`config.mk`:
```
export PLATFORM = sky130hd
export DESIGN_NAME = dfr_device_flat
export DESIGN_NICKNAME = d
export VERILOG_FILES = /design/src/dfr_pkg.sv /design/src/dfr_if.sv /design/src/dfr_device.sv /design/src/flat_wrapper.sv
export SDC_FILE = /design/constraint.sdc
export NUM_CORES = 1
export LEC_CHECK = 0
export BUFFER_PORTS_ARGS = -buffer_cell sky130_fd_sc_hd__buf_2
export CAP_MARGIN = 0
export CELL_PAD_IN_SITES_DETAIL_PLACEMENT = 0
export CELL_PAD_IN_SITES_GLOBAL_PLACEMENT = 1
export CORE_ASPECT_RATIO = 0.8
export CORE_MARGIN = 2
export CORE_UTILIZATION = 33
export DETAILED_ROUTE_END_ITERATION = 8
export GPL_TIMING_DRIVEN = 0
export PLACE_DENSITY_LB_ADDON = 0.1
export SYNTH_ARGS = -nofsm -noshare
export SYNTH_HDL_FRONTEND = slang
export SYNTH_SLANG_ARGS = --single-unit
```
`constraint.sdc`:
```
create_clock -name sys_clk -period 0.9 [get_ports sys_clk]
set_input_delay 0.045 -clock sys_clk [delete_from_list [all_inputs] [get_ports sys_clk]]
set_output_delay 0.045 -clock sys_clk [all_outputs]
set_load 0.005 [all_outputs]
```
`src/dfr_pkg.sv`:
```
// Shared constants for the dual FIFO reset and configuration control
package dfr_pkg;
  // Reset and flag timing, in port clock rising edges
  localparam int RESET_EDGES = 4;
  localparam int IR_DELAY_EDGES = 2;
  // Clock figures
  localparam int SYS_CLK_PERIOD_NS = 10;
  localparam int PORT_CLK_PERIOD_NS = 80;
  localparam int PORT_CLK_HALF_CYC =
    PORT_CLK_PERIOD_NS / (2 * SYS_CLK_PERIOD_NS);
  // One spare port period so the far end surely sees four edges
  localparam int RESET_HOLD_CYC =
    (RESET_EDGES + 1) * PORT_CLK_PERIOD_NS / SYS_CLK_PERIOD_NS;
  // Offset registers
  localparam int OFS_W = 10;
  localparam logic [OFS_W-1:0] OFS_PRESET_HI = 10'h040;
  localparam logic [OFS_W-1:0] OFS_PRESET_MID = 10'h010;
  localparam logic [OFS_W-1:0] OFS_PRESET_LO = 10'h008;
  localparam logic [OFS_W-1:0] OFS_CLEAR = 10'h000;
  // Controller register map (byte addresses)
  localparam int AVS_ADDR_W = 4;
  localparam logic [3:0] REG_CTRL = 4'h0;
  localparam logic [3:0] REG_CFG = 4'h4;
  localparam logic [3:0] REG_STATUS = 4'h8;
  // CTRL bits 0-3: request a reset pulse; bit 4 reads busy
  localparam int CTRL_MST1 = 0;
  localparam int CTRL_MST2 = 1;
  localparam int CTRL_PRT1 = 2;
  localparam int CTRL_PRT2 = 3;
  localparam int CTRL_BUSY = 4;
  // CFG bits: pin levels
  localparam int CFG_W = 7;
  localparam int CFG_BEF = 0;
  localparam int CFG_FS0 = 1;
  localparam int CFG_FS1 = 2;
  localparam int CFG_SPM = 3;
  localparam int CFG_MBA = 4;
  localparam int CFG_MBB = 5;
  localparam int CFG_MBC = 6;
  localparam logic [CFG_W-1:0] CFG_RST = 7'h4F;
  // STATUS: device flags in bits 9..0, busy in bit 10
  localparam int STAT_FLAGS = 10;
  localparam int STAT_BUSY = 10;
endpackage

```
`src/dfr_if.sv`:
```
// Pin bundle between the FIFO device and its reset controller
`timescale 1ns/1ns
interface dfr_if;
  // Clocks and resets, made by the controller
  logic wide_port_clock;
  logic transmit_port_clock;
  logic receive_port_clock;
  logic fifo1_master_reset_n;
  logic fifo2_master_reset_n;
  logic fifo1_partial_reset_n;
  logic fifo2_partial_reset_n;
  // Configuration and mailbox selects
  logic endian_or_timing_select;
  logic flag_select0_serial_data;
  logic flag_select1_serial_enable;
  logic serial_program_mode_n;
  logic wide_port_mailbox_select;
  logic transmit_port_mailbox_select;
  logic receive_port_mailbox_select;
  // Flags, made by the device
  logic wide_side_full_or_input_ready;
  logic receive_side_full_or_input_ready;
  logic wide_side_empty_or_output_ready;
  logic transmit_side_empty_or_output_ready;
  logic wide_side_almost_empty_n;
  logic transmit_side_almost_empty_n;
  logic wide_side_almost_full_n;
  logic receive_side_almost_full_n;
  logic mailbox1_full_n;
  logic mailbox2_full_n;

  modport dev (
    input wide_port_clock, transmit_port_clock, receive_port_clock,
    input fifo1_master_reset_n, fifo2_master_reset_n,
    input fifo1_partial_reset_n, fifo2_partial_reset_n,
    input endian_or_timing_select, flag_select0_serial_data,
    input flag_select1_serial_enable, serial_program_mode_n,
    input wide_port_mailbox_select, transmit_port_mailbox_select,
    input receive_port_mailbox_select,
    output wide_side_full_or_input_ready, receive_side_full_or_input_ready,
    output wide_side_empty_or_output_ready,
    output transmit_side_empty_or_output_ready,
    output wide_side_almost_empty_n, transmit_side_almost_empty_n,
    output wide_side_almost_full_n, receive_side_almost_full_n,
    output mailbox1_full_n, mailbox2_full_n
  );

  modport ctl (
    output wide_port_clock, transmit_port_clock, receive_port_clock,
    output fifo1_master_reset_n, fifo2_master_reset_n,
    output fifo1_partial_reset_n, fifo2_partial_reset_n,
    output endian_or_timing_select, flag_select0_serial_data,
    output flag_select1_serial_enable, serial_program_mode_n,
    output wide_port_mailbox_select, transmit_port_mailbox_select,
    output receive_port_mailbox_select,
    input wide_side_full_or_input_ready, receive_side_full_or_input_ready,
    input wide_side_empty_or_output_ready,
    input transmit_side_empty_or_output_ready,
    input wide_side_almost_empty_n, transmit_side_almost_empty_n,
    input wide_side_almost_full_n, receive_side_almost_full_n,
    input mailbox1_full_n, mailbox2_full_n
  );
endinterface

```
`src/dfr_device.sv`:
```
// Device end: reset, flag and configuration control of two FIFOs
//
// How it works
// - Controller pulses both master resets after power-up
// - FIFO1 master reset spans four edges each
// - FIFO2 master reset spans four edges each
// - Reset inputs are synchronised inside the device
// - Master reset clears pointers, sets flag levels
// - Master reset sets mailbox flag high
// - Input ready rises two write edges later
// - FIFO1 master release latches endian and programming
// - FIFO2 master release alone clears its offsets
// - Receive mailbox select high until ready
// - FIFO1 partial reset spans four edges each
// - FIFO2 partial reset spans four edges each
// - Partial reset acts like master on flags
// - Partial reset keeps offsets, method and mode
// - Endian high: most significant part first
// - Endian low: least significant part first
// - Pin high at next edge: standard mode
// - Pin low at next edge: fall-through mode
// - Standard mode: empty/full flags, explicit reads
// - Fall-through: ready flags, first word appears
// - Controller keeps endian/timing pin static
// - Four offset registers, preset or programmed
// - Flag selects pick 64, 16, 8 or parallel
`timescale 1ns/1ns
module dfr_device
  import dfr_pkg::*;
#(
  parameter int OW = OFS_W
) (
  // System
  input wire logic sys_clk,
  input wire logic nrst,
  // Link
  dfr_if.dev link,
  // FIFO core flags, index 0 is FIFO1, 1 is FIFO2
  input wire logic [1:0] core_not_full,
  input wire logic [1:0] core_not_empty,
  input wire logic [1:0] core_almost_empty_n,
  input wire logic [1:0] core_almost_full_n,
  input wire logic [1:0] core_mailbox_full_n,
  // FIFO core control
  output logic [1:0] fifo_clear,
  output logic [1:0] fall_through_mode,
  output logic big_endian,
  output logic parallel_load,
  output logic serial_load,
  // Offset registers
  output logic [OW-1:0] fifo1_empty_offset,
  output logic [OW-1:0] fifo1_full_offset,
  output logic [OW-1:0] fifo2_empty_offset,
  output logic [OW-1:0] fifo2_full_offset
);

  localparam int NPIN = 11;
  localparam logic [1:0] IR_LAST = 2'(IR_DELAY_EDGES - 1);

  logic [NPIN-1:0] pin_raw;
  logic [NPIN-1:0] pin_meta_reg;
  logic [NPIN-1:0] pin_sync_reg;
  logic [NPIN-1:0] pin_prev_reg;
  logic [1:0] ir_cnt_reg [2];
  logic [1:0] ir_ready_reg;
  logic [1:0] mode_wait_reg;
  logic [1:0] ft_reg;
  logic [1:0] clear_reg;
  logic [1:0] ir_out_reg;
  logic [1:0] ne_out_reg;
  logic [1:0] ae_out_reg;
  logic [1:0] af_out_reg;
  logic [1:0] mbf_out_reg;
  logic be_reg;
  logic par_reg;
  logic ser_reg;
  logic [OW-1:0] x1_reg;
  logic [OW-1:0] y1_reg;
  logic [OW-1:0] x2_reg;
  logic [OW-1:0] y2_reg;

  // Pin order: 0 endian/timing, 1-3 flag selects and mode,
  // 4-6 port clocks, 7-8 master resets, 9-10 partial resets
  assign pin_raw = {
    link.fifo2_partial_reset_n,
    link.fifo1_partial_reset_n,
    link.fifo2_master_reset_n,
    link.fifo1_master_reset_n,
    link.receive_port_clock,
    link.transmit_port_clock,
    link.wide_port_clock,
    link.serial_program_mode_n,
    link.flag_select1_serial_enable,
    link.flag_select0_serial_data,
    link.endian_or_timing_select
  };

  wire bef_lvl = pin_sync_reg[0];
  wire [1:0] fs_lvl = pin_sync_reg[2:1];
  wire spm_lvl = pin_sync_reg[3];
  wire [1:0] mst_n = pin_sync_reg[8:7];
  wire [1:0] prt_n = pin_sync_reg[10:9];
  wire [1:0] mst_rise = mst_n & ~pin_prev_reg[8:7];
  // Write clock of FIFO1 is the wide port, of FIFO2 the receive port
  wire [1:0] wclk_rise = {pin_sync_reg[6] & ~pin_prev_reg[6],
                          pin_sync_reg[4] & ~pin_prev_reg[4]};
  wire [1:0] in_rst = ~(mst_n & prt_n);
  wire use_preset = spm_lvl & (fs_lvl != 2'b00);
  wire par_sel = spm_lvl & (fs_lvl == 2'b00);
  wire ser_sel = ~spm_lvl & (fs_lvl == 2'b10);
  wire [OW-1:0] preset_val =
    (fs_lvl == 2'b11) ? OW'(OFS_PRESET_HI) :
    (fs_lvl == 2'b10) ? OW'(OFS_PRESET_MID) :
    OW'(OFS_PRESET_LO);
  wire [OW-1:0] ofs1_next = use_preset ? preset_val : OW'(OFS_CLEAR);
  // FIFO2 takes the preset only when both masters rise together
  wire [OW-1:0] ofs2_next = (use_preset & mst_rise[0]) ?
    preset_val : OW'(OFS_CLEAR);

  // Two-stage synchroniser, edges taken from the second stage
  always_ff @(posedge sys_clk or negedge nrst) begin
    if (!nrst) begin
      pin_meta_reg <= '0;
      pin_sync_reg <= '0;
      pin_prev_reg <= '0;
    end else begin
      pin_meta_reg <= pin_raw;
      pin_sync_reg <= pin_meta_reg;
      pin_prev_reg <= pin_sync_reg;
    end
  end

  // Input-ready delay and timing mode per FIFO
  always_ff @(posedge sys_clk or negedge nrst) begin
    if (!nrst) begin
      for (int i = 0; i < 2; i++) begin
        ir_cnt_reg[i] <= '0;
      end
      ir_ready_reg <= '0;
      mode_wait_reg <= '0;
      ft_reg <= '0;
    end else begin
      for (int i = 0; i < 2; i++) begin
        if (in_rst[i]) begin
          ir_cnt_reg[i] <= '0;
          ir_ready_reg[i] <= 1'b0;
        end else if (wclk_rise[i] && !ir_ready_reg[i]) begin
          ir_cnt_reg[i] <= ir_cnt_reg[i] + 2'd1;
          if (ir_cnt_reg[i] == IR_LAST) begin
            ir_ready_reg[i] <= 1'b1;
          end
        end
        // Partial reset never touches the mode
        if (mst_rise[i]) begin
          mode_wait_reg[i] <= 1'b1;
        end else if (mode_wait_reg[i] && wclk_rise[i]) begin
          mode_wait_reg[i] <= 1'b0;
          ft_reg[i] <= ~bef_lvl;
        end
      end
    end
  end

  // Flag outputs forced to reset levels while a reset is low
  always_ff @(posedge sys_clk or negedge nrst) begin
    if (!nrst) begin
      clear_reg <= 2'b11;
      ir_out_reg <= '0;
      ne_out_reg <= '0;
      ae_out_reg <= '0;
      af_out_reg <= 2'b11;
      mbf_out_reg <= 2'b11;
    end else begin
      clear_reg <= in_rst;
      ir_out_reg <= ~in_rst & ir_ready_reg & core_not_full;
      ne_out_reg <= ~in_rst & core_not_empty;
      ae_out_reg <= ~in_rst & core_almost_empty_n;
      af_out_reg <= in_rst | core_almost_full_n;
      mbf_out_reg <= in_rst | core_mailbox_full_n;
    end
  end

  // Configuration and offsets, changed by master releases only
  always_ff @(posedge sys_clk or negedge nrst) begin
    if (!nrst) begin
      be_reg <= 1'b0;
      par_reg <= 1'b0;
      ser_reg <= 1'b0;
      x1_reg <= OW'(OFS_CLEAR);
      y1_reg <= OW'(OFS_CLEAR);
      x2_reg <= OW'(OFS_CLEAR);
      y2_reg <= OW'(OFS_CLEAR);
    end else begin
      if (mst_rise[0]) begin
        be_reg <= bef_lvl;
        par_reg <= par_sel;
        ser_reg <= ser_sel;
        x1_reg <= ofs1_next;
        y1_reg <= ofs1_next;
      end
      if (mst_rise[1]) begin
        x2_reg <= ofs2_next;
        y2_reg <= ofs2_next;
      end
    end
  end

  assign fifo_clear = clear_reg;
  assign fall_through_mode = ft_reg;
  assign big_endian = be_reg;
  assign parallel_load = par_reg;
  assign serial_load = ser_reg;
  assign fifo1_empty_offset = x1_reg;
  assign fifo1_full_offset = y1_reg;
  assign fifo2_empty_offset = x2_reg;
  assign fifo2_full_offset = y2_reg;

  // FIFO1 flags
  assign link.wide_side_full_or_input_ready = ir_out_reg[0];
  assign link.transmit_side_empty_or_output_ready = ne_out_reg[0];
  assign link.transmit_side_almost_empty_n = ae_out_reg[0];
  assign link.wide_side_almost_full_n = af_out_reg[0];
  assign link.mailbox1_full_n = mbf_out_reg[0];
  // FIFO2 flags
  assign link.receive_side_full_or_input_ready = ir_out_reg[1];
  assign link.wide_side_empty_or_output_ready = ne_out_reg[1];
  assign link.wide_side_almost_empty_n = ae_out_reg[1];
  assign link.receive_side_almost_full_n = af_out_reg[1];
  assign link.mailbox2_full_n = mbf_out_reg[1];

endmodule

```
`src/flat_wrapper.sv`:
```
// flat-port wrapper written by rule: the top's interface ports become plain ports
module dfr_device_flat import dfr_pkg::*;
#(
  parameter int OW = OFS_W
)
  (sys_clk, nrst, core_not_full, core_not_empty, core_almost_empty_n, core_almost_full_n, core_mailbox_full_n, fifo_clear, fall_through_mode, big_endian, parallel_load, serial_load, fifo1_empty_offset, fifo1_full_offset, fifo2_empty_offset, fifo2_full_offset, link_wide_port_clock, link_transmit_port_clock, link_receive_port_clock, link_fifo1_master_reset_n, link_fifo2_master_reset_n, link_fifo1_partial_reset_n, link_fifo2_partial_reset_n, link_endian_or_timing_select, link_flag_select0_serial_data, link_flag_select1_serial_enable, link_serial_program_mode_n, link_wide_port_mailbox_select, link_transmit_port_mailbox_select, link_receive_port_mailbox_select, link_wide_side_full_or_input_ready, link_receive_side_full_or_input_ready, link_wide_side_empty_or_output_ready, link_transmit_side_empty_or_output_ready, link_wide_side_almost_empty_n, link_transmit_side_almost_empty_n, link_wide_side_almost_full_n, link_receive_side_almost_full_n, link_mailbox1_full_n, link_mailbox2_full_n);
  dfr_if link_i ();
  input wire logic sys_clk;
  input wire logic nrst;
  input wire logic [1:0] core_not_full;
  input wire logic [1:0] core_not_empty;
  input wire logic [1:0] core_almost_empty_n;
  input wire logic [1:0] core_almost_full_n;
  input wire logic [1:0] core_mailbox_full_n;
  output logic [1:0] fifo_clear;
  output logic [1:0] fall_through_mode;
  output logic big_endian;
  output logic parallel_load;
  output logic serial_load;
  output logic [OW-1:0] fifo1_empty_offset;
  output logic [OW-1:0] fifo1_full_offset;
  output logic [OW-1:0] fifo2_empty_offset;
  output logic [OW-1:0] fifo2_full_offset;
  input wire logic [$bits(link_i.wide_port_clock)-1:0] link_wide_port_clock;
  input wire logic [$bits(link_i.transmit_port_clock)-1:0] link_transmit_port_clock;
  input wire logic [$bits(link_i.receive_port_clock)-1:0] link_receive_port_clock;
  input wire logic [$bits(link_i.fifo1_master_reset_n)-1:0] link_fifo1_master_reset_n;
  input wire logic [$bits(link_i.fifo2_master_reset_n)-1:0] link_fifo2_master_reset_n;
  input wire logic [$bits(link_i.fifo1_partial_reset_n)-1:0] link_fifo1_partial_reset_n;
  input wire logic [$bits(link_i.fifo2_partial_reset_n)-1:0] link_fifo2_partial_reset_n;
  input wire logic [$bits(link_i.endian_or_timing_select)-1:0] link_endian_or_timing_select;
  input wire logic [$bits(link_i.flag_select0_serial_data)-1:0] link_flag_select0_serial_data;
  input wire logic [$bits(link_i.flag_select1_serial_enable)-1:0] link_flag_select1_serial_enable;
  input wire logic [$bits(link_i.serial_program_mode_n)-1:0] link_serial_program_mode_n;
  input wire logic [$bits(link_i.wide_port_mailbox_select)-1:0] link_wide_port_mailbox_select;
  input wire logic [$bits(link_i.transmit_port_mailbox_select)-1:0] link_transmit_port_mailbox_select;
  input wire logic [$bits(link_i.receive_port_mailbox_select)-1:0] link_receive_port_mailbox_select;
  output wire logic [$bits(link_i.wide_side_full_or_input_ready)-1:0] link_wide_side_full_or_input_ready;
  output wire logic [$bits(link_i.receive_side_full_or_input_ready)-1:0] link_receive_side_full_or_input_ready;
  output wire logic [$bits(link_i.wide_side_empty_or_output_ready)-1:0] link_wide_side_empty_or_output_ready;
  output wire logic [$bits(link_i.transmit_side_empty_or_output_ready)-1:0] link_transmit_side_empty_or_output_ready;
  output wire logic [$bits(link_i.wide_side_almost_empty_n)-1:0] link_wide_side_almost_empty_n;
  output wire logic [$bits(link_i.transmit_side_almost_empty_n)-1:0] link_transmit_side_almost_empty_n;
  output wire logic [$bits(link_i.wide_side_almost_full_n)-1:0] link_wide_side_almost_full_n;
  output wire logic [$bits(link_i.receive_side_almost_full_n)-1:0] link_receive_side_almost_full_n;
  output wire logic [$bits(link_i.mailbox1_full_n)-1:0] link_mailbox1_full_n;
  output wire logic [$bits(link_i.mailbox2_full_n)-1:0] link_mailbox2_full_n;
  assign link_i.wide_port_clock = link_wide_port_clock;
  assign link_i.transmit_port_clock = link_transmit_port_clock;
  assign link_i.receive_port_clock = link_receive_port_clock;
  assign link_i.fifo1_master_reset_n = link_fifo1_master_reset_n;
  assign link_i.fifo2_master_reset_n = link_fifo2_master_reset_n;
  assign link_i.fifo1_partial_reset_n = link_fifo1_partial_reset_n;
  assign link_i.fifo2_partial_reset_n = link_fifo2_partial_reset_n;
  assign link_i.endian_or_timing_select = link_endian_or_timing_select;
  assign link_i.flag_select0_serial_data = link_flag_select0_serial_data;
  assign link_i.flag_select1_serial_enable = link_flag_select1_serial_enable;
  assign link_i.serial_program_mode_n = link_serial_program_mode_n;
  assign link_i.wide_port_mailbox_select = link_wide_port_mailbox_select;
  assign link_i.transmit_port_mailbox_select = link_transmit_port_mailbox_select;
  assign link_i.receive_port_mailbox_select = link_receive_port_mailbox_select;
  assign link_wide_side_full_or_input_ready = link_i.wide_side_full_or_input_ready;
  assign link_receive_side_full_or_input_ready = link_i.receive_side_full_or_input_ready;
  assign link_wide_side_empty_or_output_ready = link_i.wide_side_empty_or_output_ready;
  assign link_transmit_side_empty_or_output_ready = link_i.transmit_side_empty_or_output_ready;
  assign link_wide_side_almost_empty_n = link_i.wide_side_almost_empty_n;
  assign link_transmit_side_almost_empty_n = link_i.transmit_side_almost_empty_n;
  assign link_wide_side_almost_full_n = link_i.wide_side_almost_full_n;
  assign link_receive_side_almost_full_n = link_i.receive_side_almost_full_n;
  assign link_mailbox1_full_n = link_i.mailbox1_full_n;
  assign link_mailbox2_full_n = link_i.mailbox2_full_n;
  dfr_device #(.OW(OW)) u_core (.sys_clk(sys_clk), .nrst(nrst), .link(link_i), .core_not_full(core_not_full), .core_not_empty(core_not_empty), .core_almost_empty_n(core_almost_empty_n), .core_almost_full_n(core_almost_full_n), .core_mailbox_full_n(core_mailbox_full_n), .fifo_clear(fifo_clear), .fall_through_mode(fall_through_mode), .big_endian(big_endian), .parallel_load(parallel_load), .serial_load(serial_load), .fifo1_empty_offset(fifo1_empty_offset), .fifo1_full_offset(fifo1_full_offset), .fifo2_empty_offset(fifo2_empty_offset), .fifo2_full_offset(fifo2_full_offset));
endmodule
```
==> results_dict.tcl <==
set metrics [dict create \
    synth_top_area_cell "dfrtp_1" \
    diodes 0 \
    whs_ns -0.1756 \
    final_layout_size_suffix_gt1_share_pct 51.61 \
    ant_nets 0 \
    grt_max_degree 56 \
    areaGrowthSynthToFinish_pct 48.77 \
    ios 83 \
    vias_per_cell 3.775 \
    cap_violations 0 \
    yosysSeqAreaShare_pct 66.59 \
    synth_compound_area_share_pct 4.214 \
    worst_ep_arrival_time_ns 1.20 \
    worst_slew_pin_slew_ns 0.7225 \
    netlist_instances 162 \
    p_int_mw 3.566 \
    violations "hold timing, setup timing" \
    post_synth_num_cell_types 31 \
    grt_pass1_wl_mm 5.768 \
    antenna_found_initial 0 \
    cts-root-buf "clkbuf_8" \
    htreeDepth 2 \
    fp-row-count 25 \
    cts_hold_buf 20 \
    avgRoutedWirePerCell_um 10.24 \
    p_switching_mw 1.075 \
    synth_xor_area_share_pct 0.8429 \
    start_kind "register" \
    dpl_cell_area_um2 2555 \
    clock-sinks 55 \
    power_frac_clock_pct 27.3 \
    clk_pin_slew_worst_paths_ns 0.09 \
    status "complete, but fails checks" \
    rsz0062_at_grt "yes" \
    hp-class "input port to async pin" \
    clk_latency_ns 0.29 \
    synthDominantCellAreaShare_pct 59.00 \
    p_leak_nw 1.605 \
    met2_usage_pct 17.60 \
    gp_congestion 0.7096 \
    use_met1_pct 13.68 \
    crit_fanout 3 \
    cts.path.max_buffers 2 \
    start_util_pct 34.60 \
    die_width_um 92.73 \
    power.share.sequential_pct 58.3 \
    setup_ws_ns -0.1102 \
    min_period_over_period_pct 112.2 \
    drc 0 \
    power_frac_comb_pct 14.4 \
    die_area_um2 6953 \
    synth_top_family_by_area "buffers and inverters" \
    synth_area_per_cell_um2 12.83 \
    synth.area.mux_share_pct 0.9633 \
    grt_pass1_vias 1250 \
    port_buffers 50 \
    synth_seq_cells 55 \
    fmax_mhz 989.9 \
    slowest_delay_ns 0.42 \
    hold_viol 49 \
    tritoncts "yes" \
    path_cells "nor3b_4 -> xnor2_1 -> nor2_1" \
    use_met3_pct 4.004 \
    p_sw_share_pct 23.16 \
    syn_area_um2 2078 \
    wl_mm 3.687 \
    min_period_ns 1.010 \
    grt_overflow 0 \
    synthAdderAreaFrac_pct 1.204 \
    pwr_density_cell_nw_per_um2 1501 \
    slew_violations 0 \
    critPathSlowestCell "dfrtp_1" \
    nNetsFinal 306 \
    drtIter0Drc 19 \
    fin_area_um2 3092 \
    ff2ff_path_depth 3 \
    dr.pass1.iters 3 \
    worstPathRequired_ns 1.09 \
    place_hpwl_mm 2.326 \
    power_mw 4.640 \
    vdd_ir_drop_max_uv 887.9 \
    tns_ns -1.332 \
    slew_headroom_pct 51.83 \
    synth.area.top_cells "dfrtp_1, buf_4, dfstp_2" \
    endpoint_kind "register" \
    grt_usage_pct 10.79 \
    top_usage_layer "met2" \
    clock-skew-final_ns 0.006525 \
    ys_warn_count 0 \
    synth-simple-area-share_pct 11.68 \
    numCtsBuffers 5 \
    path_class "register to register" \
    via_count 1359 \
    pre_cts_slack_ns -0.2472 \
    finalSetupViolations 24 \
    die_y_um 74.98 \
    core_area_um2 6006 \
]
path summary, 6_finish.rpt:
check | startpoint | end | slack, ns
max in group asynchronous | nrst | u_core.pin_sync_reg[1]$_DFF_PN0_ | 0.56
min in group sys_clk | u_core.pin_meta_reg[7]$_DFF_PN0_ | u_core.pin_sync_reg[7]$_DFF_PN0_ | 0.35
worst min-delay path | nrst | u_core.ir_out_reg[0]$_DFF_PN0_ | -0.18
worst max-delay path | u_core.ir_ready_reg[1]$_DFFE_PN0P_ | u_core.ir_cnt_reg[0]$_DFFE_PN0P_ | -0.11
worst min register to register | u_core.pin_meta_reg[7]$_DFF_PN0_ | u_core.pin_sync_reg[7]$_DFF_PN0_ | 0.35
worst max register to register | u_core.ir_ready_reg[1]$_DFFE_PN0P_ | u_core.ir_cnt_reg[0]$_DFFE_PN0P_ | -0.11
power groups by stage:
stage	Combinational (mW)	Sequential, mW	Clock [mW]
4_1_cts	0.592	2.70	1.34
5_1_grt	0.744	2.72	1.45
6_report	0.670	2.70	1.27
2_1_floorplan	0.271	2.74	0
3_3_place_gp	0.476	2.74	0
3_5_place_dp	0.481	2.74	0
repair_timing:
action                     4_1_cts  5_1_grt
setup endpoints to repair       31       93
setup buffers                   11        7
pin swaps                        8        7
hold endpoints to repair        20       49
gates resized for setup         18       26
critical path, delay by kind of cell (launching register included):
kind / cells / cell delay (ns)
AND/OR/NAND/NOR: 2 / 0.33
XOR/XNOR: 1 / 0.15
flip-flops: 1 / 0.42
synth_stat cells:
cell and instances:
nand2_1 16, dfrtp_1 49, nor3b_2 2, a211oi_1 2, nor2b_1 2, nor2_1 8
and3_1 2, inv_1 7, nand3_2 1, nor3_1 1, conb_1 1, and2b_4 1
dfstp_2 6, o21ai_0 2, nand3_1 2, nand4_1 1, or2_2 4, buf_2 1
a22o_1 1, o31ai_2 1, ha_1 2, nand2b_1 2, o21ai_1 3, and3_2 2
mux2i_1 2, buf_4 34, o41ai_2 1, xnor2_1 2, a21oi_1 2, nand4b_1 1
buf_6 1
layout make-up:
class / count / area, um^2
clock buffer: 7 / 76.32
timing repair buffer: 88 / 631.9
sequential: 55 / 1388
tap: 81 / 101.3
multi-input combinational: 91 / 630.6
buffer: 30 / 232.7
inverter: 7 / 26.28
clock inverter: 1 / 5.005
fill: 551 / 2914
routing by layer:
| metal | part of all wire (%) | up-vias |
|---|---|---|
| met5 | 0 | - |
| met4 | 0.62 | 0 |
| met3 | 7.9 | 2 |
| met2 | 48 | 51 |
| met1 | 43 | 619 |
| li1 | - | 687 |
cells in the final DEF (no fill, tap or decap), types with 2 or more instances in the layout:
cell type and count:
ha_2 2, nor2_1 4, dfrtp_1 46, clkbuf_1 2, nand2_2 2, o21ai_1 4
xnor2_1 2, mux2i_1 2, dfstp_2 6, or2_4 4, nor2_4 2, dfrtp_2 3
inv_1 7, nor3b_4 2, dlygate4sd3_1 20, buf_6 11, and3_2 2, clkbuf_8 5
nor2_2 2, a21oi_2 2, and3_1 2, buf_2 45, nand3_2 3, nand2_1 12
buf_4 41, conb_1 28
per-stage QoR:
stage / util, % / std cells
after floorplan: - / 189
after global placement: 42.54 / 320
after detailed placement: 42.54 / 320
after CTS: 48.90 / 353
after global routing: 51.48 / 360
final: 51.48 / 360
kinds of logic (layout without fill, tap and decap cells):
| kind of cell | after synthesis | count (layout) |
|---|---|---|
| simple gates | 45 | 45 |
| xor+xnor | 2 | 2 |
| other cells | 1 | 28 |
| flops | 55 | 55 |
| mux | 2 | 2 |
| compound gates | 12 | 12 |
| fa+ha+maj | 2 | 2 |
| buf+inv | 43 | 133 |
Note: power is estimated with default switching activity, not from simulation.
